<file path="config.mk">
export PLATFORM = sky130hd
export DESIGN_NAME = tle_event_logic
export DESIGN_NICKNAME = d
export VERILOG_FILES = /design/src/tle_event_logic.v
export VERILOG_INCLUDE_DIRS = /design/src
export SDC_FILE = /design/constraint.sdc
export NUM_CORES = 1
export LEC_CHECK = 0
export BUFFER_PORTS_ARGS = -buffer_cell sky130_fd_sc_hd__buf_2
export CORE_ASPECT_RATIO = 1.1
export CORE_MARGIN = 3
export CORE_UTILIZATION = 60
export CTS_BUF_LIST = sky130_fd_sc_hd__clkbuf_8
export DETAILED_ROUTE_END_ITERATION = 12
export PLACE_DENSITY = 0.9
export SETUP_SLACK_MARGIN = 0.5
export SLEW_MARGIN = 20
export SYNTH_ARGS = -nofsm -noshare
export SYNTH_HDL_FRONTEND = slang
export SYNTH_SLANG_ARGS = --single-unit
</file>
<file path="constraint.sdc">
create_clock -name CORE_CLK -period 4.35 [get_ports CORE_CLK]
set_clock_uncertainty 0.2 [all_clocks]
set_input_delay 0.87 -clock CORE_CLK [delete_from_list [all_inputs] [get_ports CORE_CLK]]
set_output_delay 0.87 -clock CORE_CLK [all_outputs]
set_load 0.02 [all_outputs]
</file>
<file path="src/tle_defs.vh">
`ifndef TLE_DEFS_VH
`define TLE_DEFS_VH

// ----------------------------------------------------------------
// Register indices on the internal register port
// ----------------------------------------------------------------
`define TLE_IDX_UPPER 3'h2
`define TLE_IDX_LOWER 3'h3
`define TLE_IDX_CRIT 3'h4
`define TLE_IDX_TEMP 3'h5

// ----------------------------------------------------------------
// Field positions
// ----------------------------------------------------------------
`define TLE_SIGN_BIT 12
`define TLE_LIM_MSB 12
`define TLE_LIM_LSB 2
`define TLE_TMP_MSB 12
`define TLE_FLAG_CRIT 15
`define TLE_FLAG_HIGH 14
`define TLE_FLAG_LOW 13

// ----------------------------------------------------------------
// Reset values
// ----------------------------------------------------------------
`define TLE_LIMIT_RST 11'h000
`define TLE_TEMP_RST 13'h0000

// ----------------------------------------------------------------
// Hysteresis selections and offsets in 0.0625 degree steps
// ----------------------------------------------------------------
`define TLE_HYS_OFF 2'h0
`define TLE_HYS_1P5 2'h1
`define TLE_HYS_3P0 2'h2
`define TLE_HYS_6P0 2'h3
`define TLE_HYS_1P5_CNT 14'h0018
`define TLE_HYS_3P0_CNT 14'h0030
`define TLE_HYS_6P0_CNT 14'h0060

// ----------------------------------------------------------------
// Resolution capability field codes
// ----------------------------------------------------------------
`define TLE_RES_9BIT 2'h0
`define TLE_RES_10BIT 2'h1
`define TLE_RES_11BIT 2'h2
`define TLE_RES_12BIT 2'h3

`endif

</file>
<file path="src/tle_event_logic.v">
// What this block does
// - Limits: bits15:13 zero, sign 12, 11:2 value
// - Limit bits 1 and 0 always zero
// - Temperature bits 12:0 two's complement, 0.0625 LSB
// - All values two's complement, sign bit 12
// - Bits below advertised resolution read zero
// - Bit 15 set at or above critical
// - Bit 14 set strictly above upper limit
// - Bit 13 set strictly below lower limit
// - Interrupt mode latches crossings, clear bit releases
// - Above critical, interrupt event holds, clear ignored
// - Comparator mode asserts outside window, no clear
// - Critical-only mode asserts only at or above critical, and holds until the critical release point
// - Trip points are the limits; release points are offset by selected hysteresis
// - Shutdown freezes temperature and alarm states
// - Evaluate on each sample, refresh at rate
// - Limit writes re-evaluate event immediately, except during shutdown
// - Hysteresis codes: 0, 1.5, 3, 6 degrees
// - Polarity bit: zero active low, one high
// - Mode bit: zero comparator, one interrupt
// - Critical-only select limits events to critical
`timescale 1ns/1ps
`default_nettype none
`include "tle_defs.vh"

module tle_event_logic #(
    parameter TEMP_W = 13,
    parameter LIM_W = 11
) (
    input wire CORE_CLK,
    input wire RESET_N,
    input wire [2:0] REG_ADDR,
    input wire REG_WR,
    input wire [15:0] REG_WDATA,
    output reg [15:0] REG_RDATA,
    input wire SAMPLE_STB,
    input wire [12:0] SAMPLE_DATA,
    input wire [1:0] RESOLUTION_CAPABILITY_FIELD,
    input wire [1:0] HYSTERESIS_SELECT,
    input wire EVENT_MODE_INT,
    input wire ALERT_POLARITY_SELECT,
    input wire CRITICAL_ONLY_SELECT,
    input wire EVENT_ENABLE,
    input wire SENSOR_SHUTDOWN_BIT,
    input wire CLEAR_EVENT,
    output reg EVENT_OUT,
    output reg EVENT_OE_N,
    output reg ALERT_STATUS_COPY
);

    // ------------------------------------------------------------
    // Helper functions
    // ------------------------------------------------------------

    // Limits carry 0.25 degree steps; shifting by two puts them on the
    // same 0.0625 degree grid as samples, one bit of headroom for offsets
    function [13:0] lim_to_16th;
        input [10:0] lim;
        begin
            lim_to_16th = {lim[10], lim, 2'b00};
        end
    endfunction

    function [13:0] hys_offset;
        input [1:0] sel;
        begin
            case (sel)
                `TLE_HYS_1P5: hys_offset = `TLE_HYS_1P5_CNT;
                `TLE_HYS_3P0: hys_offset = `TLE_HYS_3P0_CNT;
                `TLE_HYS_6P0: hys_offset = `TLE_HYS_6P0_CNT;
                default: hys_offset = 14'h0000;
            endcase
        end
    endfunction

    function [12:0] res_mask;
        input [1:0] res;
        begin
            case (res)
                `TLE_RES_9BIT: res_mask = 13'h1ff8;
                `TLE_RES_10BIT: res_mask = 13'h1ffc;
                `TLE_RES_11BIT: res_mask = 13'h1ffe;
                default: res_mask = 13'h1fff;
            endcase
        end
    endfunction

    // Write index decode; any other index leaves the limits untouched
    function is_limit_idx;
        input [2:0] idx;
        begin
            case (idx)
                `TLE_IDX_UPPER: is_limit_idx = 1'b1;
                `TLE_IDX_LOWER: is_limit_idx = 1'b1;
                `TLE_IDX_CRIT: is_limit_idx = 1'b1;
                default: is_limit_idx = 1'b0;
            endcase
        end
    endfunction

    // ------------------------------------------------------------
    // Storage
    // ------------------------------------------------------------
    reg [LIM_W-1:0] upper_r;
    reg [LIM_W-1:0] lower_r;
    reg [LIM_W-1:0] crit_r;
    reg [TEMP_W-1:0] temp_r;
    reg eval_r;
    reg hi_st_r;
    reg lo_st_r;
    reg cr_st_r;
    reg latch_r;
    reg [15:0] rdata_nxt;

    wire lim_wr;
    wire lim_eval;
    wire sample_take;
    wire signed [13:0] t_s;
    wire signed [13:0] up_s;
    wire signed [13:0] lo_s;
    wire signed [13:0] cr_s;
    wire signed [13:0] hys_s;
    wire signed [13:0] up_rel_s;
    wire signed [13:0] lo_rel_s;
    wire signed [13:0] cr_rel_s;
    wire flag_crit;
    wire flag_high;
    wire flag_low;
    wire hi_nxt;
    wire lo_nxt;
    wire cr_nxt;
    wire alarm_change;
    wire latch_nxt;
    wire evt_level;
    wire asserted;
    wire pin_low;

    // ------------------------------------------------------------
    // Limit registers
    // ------------------------------------------------------------
    assign lim_wr = REG_WR && is_limit_idx(REG_ADDR);

    // Limit writes during shutdown are stored but not judged, so the held
    // event level stays as it was until conversions resume
    assign lim_eval = lim_wr && !SENSOR_SHUTDOWN_BIT;

    always @(posedge CORE_CLK) begin
        if (!RESET_N) begin
            upper_r <= `TLE_LIMIT_RST;
            lower_r <= `TLE_LIMIT_RST;
            crit_r <= `TLE_LIMIT_RST;
        end else if (REG_WR) begin
            // Only sign and 0.25 degree bits are kept; the rest is dropped
            case (REG_ADDR)
                `TLE_IDX_UPPER: upper_r <= REG_WDATA[`TLE_LIM_MSB:`TLE_LIM_LSB];
                `TLE_IDX_LOWER: lower_r <= REG_WDATA[`TLE_LIM_MSB:`TLE_LIM_LSB];
                `TLE_IDX_CRIT: crit_r <= REG_WDATA[`TLE_LIM_MSB:`TLE_LIM_LSB];
                default: begin
                end
            endcase
        end
    end

    // ------------------------------------------------------------
    // Sample capture
    // ------------------------------------------------------------

    // No conversion is recorded while shut down, so the last value holds
    assign sample_take = SAMPLE_STB && !SENSOR_SHUTDOWN_BIT;

    always @(posedge CORE_CLK) begin
        if (!RESET_N) begin
            temp_r <= `TLE_TEMP_RST;
        end else if (sample_take) begin
            temp_r <= SAMPLE_DATA;
        end
    end

    // One cycle after a sample or limit write the new values are settled
    always @(posedge CORE_CLK) begin
        if (!RESET_N) begin
            eval_r <= 1'b0;
        end else begin
            eval_r <= sample_take || lim_eval;
        end
    end

    // ------------------------------------------------------------
    // Comparisons
    // ------------------------------------------------------------
    assign t_s = {temp_r[`TLE_SIGN_BIT], temp_r};
    assign up_s = lim_to_16th(upper_r);
    assign lo_s = lim_to_16th(lower_r);
    assign cr_s = lim_to_16th(crit_r);
    assign hys_s = hys_offset(HYSTERESIS_SELECT);

    // Plain status flags for the temperature register, no hysteresis
    assign flag_crit = (t_s >= cr_s);
    assign flag_high = (t_s > up_s);
    assign flag_low = (t_s < lo_s);

    // ------------------------------------------------------------
    // Release points
    // ------------------------------------------------------------

    // Hysteresis only moves the release point, so small noise around a
    // limit cannot make the event chatter; 14 bits leave room for the
    // largest offset past either end of the limit range
    assign up_rel_s = up_s - hys_s;
    assign lo_rel_s = lo_s + hys_s;
    assign cr_rel_s = cr_s - hys_s;

    assign hi_nxt = hi_st_r ? (t_s > up_rel_s) : (t_s > up_s);
    assign lo_nxt = lo_st_r ? (t_s < lo_rel_s) : (t_s < lo_s);
    assign cr_nxt = cr_st_r ? (t_s >= cr_rel_s) : (t_s >= cr_s);

    always @(posedge CORE_CLK) begin
        if (!RESET_N) begin
            hi_st_r <= 1'b0;
            lo_st_r <= 1'b0;
            cr_st_r <= 1'b0;
        end else if (eval_r) begin
            hi_st_r <= hi_nxt;
            lo_st_r <= lo_nxt;
            cr_st_r <= cr_nxt;
        end
    end

    // ------------------------------------------------------------
    // Event decision
    // ------------------------------------------------------------
    assign alarm_change = eval_r && !CRITICAL_ONLY_SELECT &&
        ((hi_nxt != hi_st_r) || (lo_nxt != lo_st_r));

    // A new crossing in the same cycle as a clear keeps the latch set;
    // above critical the clear is refused
    assign latch_nxt = alarm_change ? 1'b1 :
        ((CLEAR_EVENT && !cr_st_r) ? 1'b0 : latch_r);

    always @(posedge CORE_CLK) begin
        if (!RESET_N) begin
            latch_r <= 1'b0;
        end else if (EVENT_MODE_INT) begin
            latch_r <= latch_nxt;
        end else begin
            latch_r <= 1'b0;
        end
    end

    assign evt_level = CRITICAL_ONLY_SELECT ? cr_st_r :
        (EVENT_MODE_INT ? (latch_r || cr_st_r) :
        (hi_st_r || lo_st_r || cr_st_r));
    assign asserted = evt_level && EVENT_ENABLE;

    // A disabled output sits at its inactive level: released when active
    // low, pulled to ground when active high
    assign pin_low = ALERT_POLARITY_SELECT ? !asserted : asserted;

    // Alarm states hold during shutdown; a clear, enable, polarity or mode change still acts here
    always @(posedge CORE_CLK) begin
        if (!RESET_N) begin
            EVENT_OUT <= 1'b0;
            EVENT_OE_N <= 1'b1;
            ALERT_STATUS_COPY <= 1'b0;
        end else begin
            EVENT_OUT <= 1'b0;
            EVENT_OE_N <= !pin_low;
            ALERT_STATUS_COPY <= asserted;
        end
    end

    // ------------------------------------------------------------
    // Register read
    // ------------------------------------------------------------
    always @* begin
        rdata_nxt = 16'h0000;
        case (REG_ADDR)
            `TLE_IDX_UPPER: rdata_nxt = {3'h0, upper_r, 2'h0};
            `TLE_IDX_LOWER: rdata_nxt = {3'h0, lower_r, 2'h0};
            `TLE_IDX_CRIT: rdata_nxt = {3'h0, crit_r, 2'h0};
            `TLE_IDX_TEMP: begin
                rdata_nxt[`TLE_FLAG_CRIT] = flag_crit;
                rdata_nxt[`TLE_FLAG_HIGH] = flag_high;
                rdata_nxt[`TLE_FLAG_LOW] = flag_low;
                rdata_nxt[`TLE_TMP_MSB:0] = temp_r & res_mask(RESOLUTION_CAPABILITY_FIELD);
            end
            default: rdata_nxt = 16'h0000;
        endcase
    end

    always @(posedge CORE_CLK) begin
        if (!RESET_N) begin
            REG_RDATA <= 16'h0000;
        end else begin
            REG_RDATA <= rdata_nxt;
        end
    end

endmodule // tle_event_logic
`default_nettype wire

</file>
## Word-level counts from Yosys, hierarchy flattened

Cells that the tools add are included.

- Register bits: 69
- Input port bits: 46
- Output and inout port bits: 19
- Word-level logic and storage cells: 70

- Add/subtract/negate cells: 3
- $lt $le $gt $ge: 6
- Eq/ne operators: 11
- Muxes and demuxes: 13
- Bitwise logic cells: 1
- Reduce and logical (&&, ||, !) cells: 24

Operators with widths:

| operator | number |
|---|---|
| $pmux 16 s4 | 1 |
| $sub 13x8->14 | 2 |
| $pmux 7 s3 | 1 |
| $add 13x8->14 | 1 |
| $ge 13x14->1 | 1 |
| $gt 13x14->1 | 1 |
| $lt 13x14->1 | 1 |
| $and 13x13->13 | 1 |
| $ge 13x13->1 | 1 |
| $gt 13x13->1 | 1 |
| $lt 13x13->1 | 1 |
| $mux 13 | 1 |
| $mux 1 | 9 |
| $pmux 3 s3 | 1 |
| $reduce_and 2->1 | 4 |
| $logic_and 1x1->1 | 7 |
| $eq 2x2->1 const B | 3 |
| $eq 3x2->1 const B | 2 |
| $eq 3x3->1 const B | 2 |
| $logic_not 1->1 | 5 |
| $logic_or 1x1->1 | 5 |
| $eq 2x1->1 const B | 2 |
| $reduce_or 3->1 | 1 |
| $logic_not 2->1 | 1 |
| other kinds (2) | 3 |

## Longest topological paths before layout

Gate-level depths: netlist (run 1).

- Word-level depth: 9
- Gate-level depth with buffers: 17
- Depth with buffers taken out: 17

## Least setup slack after synthesis (run 1)

OpenSTA, ideal clock, no wires.

- Path type: input to register
- Start point: in HYSTERESIS_SELECT[1]
- End point: reg lo_st_r
- Setup time: 0.058 ns
- Data arrival time: 3.728 ns
- Data required time: 4.092 ns
- Slack: 0.364 ns
- Cell stages on the path: 16
- Path buffers: 0
- Cells stage by stage: inv_1 -> ha_1 -> inv_1 -> fa_1 -> a21o_1 -> a21oi_1 -> nor3_1 -> nand3_1 -> xnor2_1 -> ha_1 -> nand4_1 -> a211oi_1 -> a211oi_1 -> mux2_2 -> a21boi_2 -> o21a_1

- Longest elaborated chain between the ends: 5
- Elaborated cells on any way between the ends: 7
- Those cells by class: add/sub: 1; order compare: 1; eq/ne: 3; mux: 2

RTL lines:

| what | line | source |
|---|---|---|
| start: declaration | tle_event_logic.v:39 | `input wire [1:0] HYSTERESIS_SELECT,` |
| $eq 2x2->1 or $eq 2x1->1 (tied branches) | tle_event_logic.v:67 | `case (sel)` |
| $pmux 7 s3 (*) | tle_event_logic.v:67 |  |
| $add 13x8->14 (*) | tle_event_logic.v:210 | `assign lo_rel_s = lo_s + hys_s;` |
| $lt 13x14->1 (*) | tle_event_logic.v:214 | `assign lo_nxt = lo_st_r ? (t_s < lo_rel_s) : (t_s < lo_s);` |
| $mux 1 (*) | tle_event_logic.v:214 |  |
| end signal: assignment | tle_event_logic.v:224 | `lo_st_r <= lo_nxt;` |
| end: declaration | tle_event_logic.v:110 | `reg lo_st_r;` |

Mark *: on every way between the ends. The rest lies on a longest branch, timed or not.
A chain may end at the register's enable or synchronous reset.

## Worst setup path after layout (run 1)

Same ends and word-level chain as after synthesis.

==> results of run 1 <==
[area by class of cell]
type	instances	area (sq um)	area share (%)
well taps	108	135	2.36
inverters	47	176	3.08
clock inverters	7	73.8	1.29
flip-flops and latches	69	1380	24.1
multi-input cells	501	3460	60.3
repair buffers	70	383	6.68
clock buffers	9	124	2.16
[worst min-delay path: stages, from the launching register on]
cell and delay, ps:
dfxtp_1 320, nand2_1 60, a21oi_1 60
[kinds of logic after synthesis]
kind of cell	count (synthesis)	synth area share, %
AOI/OAI and AO/OA	169	21.1
other	1	0.0755
DFF	69	27.8
buffers and inverters	69	5.41
xor gates and xnor gates	23	4.05
muxes	3	0.655
adders and majority gates	82	21.1
and+or+nand+nor	223	19.8
[worst paths after layout]
| path | endpoint | cells past startpoint | startpoint | slack [ps] |
|---|---|---|---|---|
| max | lo_st_r | 17 | HYSTERESIS_SELECT[1] | 530 |
| min | upper_r[1] | 2 | upper_r[1] | 280 |
| max reg2reg | hi_st_r | 15 | upper_r[1] | 930 |
| min reg2reg | upper_r[1] | 2 | upper_r[1] | 280 |
[state kept, by name, summed over array words and instances, names as in the netlist, 11 cells and up]
name and cells:
crit_r 11, REG_RDATA 16, lower_r 11, upper_r 11
temp_r 13
[repair_timing]
item,4_1_cts,5_1_grt
hold buffers,0,0
setup buffers,0,8
setup endpoints to repair,3,3
pin swaps,1,27
resized for setup,3,29
[placed cells by master (no fill, tap or decap), types with 3 or more instances in the layout]
cell type,instances
nor2b_2,3
buf_2,57
o31ai_1,3
inv_2,3
o21ai_1,5
nand3_2,4
nor2_1,27
a211oi_1,6
nand2_1,132
buf_4,13
and3_1,3
nor2b_1,13
nor3_1,8
nand4_1,5
inv_1,45
dfxtp_1,69
ha_1,76
xor2_1,3
clkbuf_8,9
xnor2_2,3
a22oi_1,11
a21oi_2,4
o21a_1,4
o21ai_0,24
nand2b_1,6
clkinvlp_4,3
a21oi_1,75
nand3_1,8
a21o_1,11
xnor2_1,17
[where the power goes]
group          internal, mW  switching [mW]
Sequential            0.649          0.0339
Combinational         0.176           0.221
Clock                 0.267           0.275
Total                  1.09           0.530
[cell usage after synthesis (3+ instances only)]
| cell | number | area, sq um |
|---|---|---|
| nand2_1 | 132 | 495 |
| ha_1 | 79 | 988 |
| a21oi_1 | 78 | 390 |
| dfxtp_1 | 69 | 1380 |
| inv_1 | 47 | 176 |
| nor2_1 | 28 | 105 |
| o21ai_0 | 27 | 135 |
| xnor2_1 | 20 | 175 |
| clkbuf_1 | 16 | 60.1 |
| nor2b_1 | 16 | 100 |
| nand3_1 | 12 | 60.1 |
| a21o_1 | 11 | 82.6 |
| a22oi_1 | 11 | 82.6 |
| nor3_1 | 10 | 50.1 |
| a211oi_1 | 6 | 45.0 |
| nand2b_1 | 6 | 37.5 |
| buf_2 | 5 | 25.0 |
| nand4_1 | 5 | 31.3 |
| o21a_1 | 4 | 30.0 |
| and3_1 | 3 | 18.8 |
| fa_1 | 3 | 60.1 |
| o2111ai_1 | 3 | 26.3 |
| o31ai_1 | 3 | 22.5 |
| xor2_1 | 3 | 26.3 |
[stage by stage]
stage | area (sq um) | util [%] | std cells
after floorplan | 4980 | - | 639
after global placement | 5350 | 66.9 | 787
after detailed placement | 5350 | 66.9 | 787
after CTS | 5550 | 69.4 | 803
after global routing | 5730 | 71.7 | 811
final | 5730 | 71.7 | 811
[routing by layer]
layer,vias to the layer above,share of wire (%),global-route usage (%)
li1,2339,-,-
met1,2266,40,37.5
met2,244,47,51.9
met3,69,7.0,4.90
met4,0,6.0,17.0
met5,-,0,0
==> results.yml, run 1 <==
layout:
  drive_gt1_share_pct: 17.8
  nFillCells: 654
  final_nets: 826
  diodes: 0
  syn2layout_area_growth_pct: 15.4
hold_path:
  hold_class: "reg2reg"
die:
  ioPinCount: 65
  die_area_sq_um: 9410
  core-area_sq_um: 8000
  initial_core_util_pct: 62.1
  die_w_microns: 92.8
  die_y_microns: 101
  rows: 34
critical_path:
  critical_path_buf_inv_count: 3
  path_max_fanout: 4
  cpPeakStageDelay_ps: 410
  crit_path_top_delay_cell: "mux2_2"
  required_ps: 4450
  path_cells: "buf_4 > inv_2 > ha_4 > inv_2 > ha_1 > a21o_1 > a21oi_2 > nor2b_2 > o2111ai_2 > xnor2_1 > ha_1 > nand4_1 > a211oi_1 > a211oi_1 > mux2_2 > a21boi_2 > o21a_1"
  worstSetupStartpointType: "primary input"
  critPathCaptureType: "register"
  crit_family: "compound AO/OA/AOI/OAI gates"
  critical_path_class: "in2reg"
  cp.arrival_ps: 3910
placed_design:
  preCtsSetupSlack_ps: 75.3
  dp_hpwl_microns: 11100
  routabilityCongestion: 0.979
  port_buffers: 58
synth:
  avgSynthCellArea_sq_um: 7.78
  synth-edff-count: 0
  synthArstFlopShare_pct: 0
  ys_warn_count: 0
  synth_cell_types: 56
  ys_seq_area_share_pct: 27.8
  postSynthCellCount: 639
  ys.flop_type: "dfxtp_1"
  syn_nets: 767
  syn_area_sq_um: 4970
  ys_ff_latch: 69
route:
  wl_per_cell_microns: 18.1
  drcViolationCount: 0
  drtIter0Drc: 312
  antenna_left: 0
  via_count: 4918
  dr.pass1.iters: 5
  vias_per_cell: 6.06
  wl_microns: 14700
timing:
  worst_slack_ps: 532
  finalSetupViolCount: 0
  slew_headroom_pct: 41.5
  clock.fmax_mhz: 262
  fin_crit_sh_pct: 87.8
  min_period_ps: 3820
  hold_ws_ps: 280
  final_max_slew_viol_count: 0
  grt_setup_unrepaired: "no"
  fin_setup_tns_ps: 0
  tightest_slew_ps: 876
  hold_viol_final: 0
clocking:
  clk_pin_slew_worst_paths_ps: 80
  clock-sinks: 69
  root_buffer: "clkbuf_8"
  clockBufferDepth: 2
  cts-htree-levels: 3
  cts_buffers: 9
  cts_tree: "done"
  clock_latency_ps: 350
grt:
  track_usage_pct: 30.7
  grt_max_degree: 28
  grt_pass1_vias: 4756
  grt_overflow: 0
  grt_pass1_wl_microns: 22600
  antenna_found_initial: 0
outcome:
  status: "finished clean"
power_and_ir_drop:
  peakVddDrop_mv: 0.245
  power.total_mw: 1.62
  p_leak_nw: 2.46
  power_density_nw_per_um2: 283
run:
  max-cap-violations: 0
Power figures use the tool's default switching activity.
==> run 2: changes to the inputs <==
- CAP_MARGIN: not set -> 20
- PLACE_DENSITY: 0.9 -> 0.79
==> run 2 against run 1 <==
Hold slack worse by 6.0 ps. Critical path depth stayed put. Maximum frequency grew 2.3%. Final cell count fell by 0.99%. Flip-flop and latch count is the same. Cell area shrank 1.2%. Wire length fell by 1.2%. Sequential share of layout area increased by 0.29 points. First-iteration DRC count down 2.2%. Clock-buffer cell count unchanged. Critical endpoint unchanged.
==> results.yml, run 2 (synthesis results as in run 1) <==
power_and_ir_drop:
  p_seq_share_pct: 41.5
  peakVddDrop_mv: 0.246
  switchingPower_uw: 511
  sw_frac_of_total_pct: 31.0
  p_leak_nw: 2.40
  p_comb_share_pct: 23.4
  power.internal_mw: 1.14
  power_density_nw_per_um2: 291
  p_clk_share_pct: 35.1
clocking:
  clockBufferDepth: 2
  clk_pin_slew_worst_paths_ps: 80
  clock_latency_ps: 360
  cts-htree-levels: 3
  cts_buffers: 9
  cts_hold_buf: 0
  cts_tree: "done"
  root_buffer: "clkbuf_8"
  clock-sinks: 69
route:
  dr.pass1.iters: 7
  drtIter0Drc: 305
  drcViolationCount: 0
  antenna_left: 0
  via_count: 4895
  vias_per_cell: 6.10
  wl_microns: 14500
  wl_per_cell_microns: 18.0
timing:
  fin_crit_sh_pct: 85.8
  clock.fmax_mhz: 268
  min_period_ps: 3730
  grt_setup_unrepaired: "no"
  slew_headroom_pct: 36.3
  finalSetupViolCount: 0
  final_max_slew_viol_count: 0
  tightest_slew_ps: 954
  hold_viol_final: 0
  fin_setup_tns_ps: 0
layout:
  final_common_cell: "nand2_1"
  regMostFlops: "REG_RDATA"
  post-route-cell-area_sq_um: 5660
  diodes: 0
  layout_common_cells: "132 x nand2_1, 76 x ha_1, 75 x a21oi_1"
  largest_reg_flops: 16
  syn2layout_area_growth_pct: 14.0
  fin_cells: 803
  drive_gt1_share_pct: 16.0
  fin_util_pct: 70.8
  reg_top3: "REG_RDATA (16), temp_r (13)"
  final_nets: 819
grt:
  grt_util_met3_pct: 6.17
  grt_overflow: 0
  grt_pass1_vias: 4792
  grt_max_degree: 31
  grt_pass1_wl_microns: 22600
  antenna_found_initial: 0
  groute.layer.met1.usage_pct: 37.3
  gr-usage-met2_pct: 52.2
  track_usage_pct: 31.0
  grt_busiest_layer: "met2"
critical_path:
  cp.arrival_ps: 3840
  crit_family: "adder cells"
  worstSetupStartpointType: "primary input"
  crit_path_top_delay_cell: "fa_2"
  path_cells: "buf_2 > inv_2 > ha_4 > inv_1 > fa_2 > a21o_1 > a21oi_2 > nor3_2 > nand3_1 > xnor2_1 > ha_1 > nand4_1 > a211oi_2 > a211oi_2 > mux2_4 > a21boi_2 > o21a_1"
  cpPeakStageDelay_ps: 380
  cp_common_cell: "a211oi_2"
  ff2ff_setup_slack_ps: 1030
  rr_startpoint: "upper_r[1]"
  critical_path_buf_inv_count: 3
  critical_path_class: "in2reg"
  path_max_fanout: 5
  critPathCaptureType: "register"
  reg2reg_depth: 16
  r2r-end: "hi_st_r"
  required_ps: 4460
placed_design:
  dp_hpwl_microns: 10900
  routabilityCongestion: 0.953
  port_buffers: 58
  place_area_sq_um: 5350
  dpl.cell_count: 787
hold_path:
  min_from: "upper_r[1]"
  hold_class: "reg2reg"
  whs_path_depth: 2
  min_to: "upper_r[1]"
die:
  die_area_sq_um: 9410
  core-area_sq_um: 8000
  die_w_microns: 92.8
  die_y_microns: 101
  rows: 34
  ioPinCount: 65
  initial_core_util_pct: 62.1
run:
  max-cap-violations: 0
outcome:
  status: "finished clean"
==> run 2: cell count changes in the layout (fill, tap and decap cells not counted), moves of 2 or more <==
cell / before / now
inv_2: 3 / 1
xnor2_1: 17 / 19
inv_6: 2 / 0
nand3_1: 8 / 11
a211oi_1: 6 / 4
xnor2_2: 3 / 1
buf_4: 13 / 5
nand3_2: 4 / 1
a211oi_2: 1 / 3
==> run 2: worst register-to-register path: stages, from the launching register on <==
cell	delay [ps]
dfxtp_1	320
inv_1	170
ha_4	170
inv_1	50
fa_2	380
a21oi_2	130
nor2b_1	80
nor2b_2	190
nand3_2	110
xnor2_2	150
ha_1	300
nand4_1	160
nor2_1	180
nand3_1	120
o31ai_1	250
o2bb2ai_1	100
o21a_1	160
==> run 2: power groups by stage <==
| stage | registers (mW) | clock network [mW] | logic (mW) |
|---|---|---|---|
| floorplan | 0.685 | 0 | 0.265 |
| global placement | 0.696 | 0 | 0.343 |
| detailed placement | 0.697 | 0 | 0.361 |
| CTS | 0.682 | 0.581 | 0.365 |
| global route | 0.686 | 0.604 | 0.430 |
| finish | 0.684 | 0.580 | 0.386 |
==> run 2: repair_timing <==
item / CTS / global route
endpoints found under the setup margin: 2 / 4
gates resized for setup: 1 / 21
setup buffers: 0 / 1
pin swaps: 2 / 16
==> run 2: through the flow <==
step | worst slack, ps | hold slack [ps] | total power [mW]
finish | 617 | 274 | 1.65
global route | 398 | 306 | 1.72
CTS | 507 | 270 | 1.63
detailed placement | 115 | 260 | 1.06
global placement | 205 | 245 | 1.04
floorplan | 503 | 235 | 0.950
==> run 2: layout make-up <==
type	instances	area, sq um
Multi-Input combinational cell	501	3430
Tap cell	108	135
Timing Repair Buffer	63	328
Sequential cell	69	1380
Clock inverter	6	88.8
Clock buffer	9	124
Inverter	47	176
Fill cell	702	2330
==> run 2: worst max-delay path by stage <==
stage | from | cells past startpoint | end
after floorplan | HYSTERESIS_SELECT[1] | 16 | lo_st_r
after CTS | HYSTERESIS_SELECT[1] | 17 | lo_st_r
final | HYSTERESIS_SELECT[1] | 17 | lo_st_r
after detailed placement | HYSTERESIS_SELECT[1] | 18 | latch_r
after global routing | HYSTERESIS_SELECT[1] | 17 | lo_st_r
after global placement | HYSTERESIS_SELECT[1] | 17 | lo_st_r
==> run 2: routing by layer <==
layer	up-vias	share of wire (%)	wire (microns)
li1	2328	-	-
met1	2238	39	5690
met2	258	46	6730
met3	71	8.5	1230
met4	0	5.8	840
met5	-	0	0
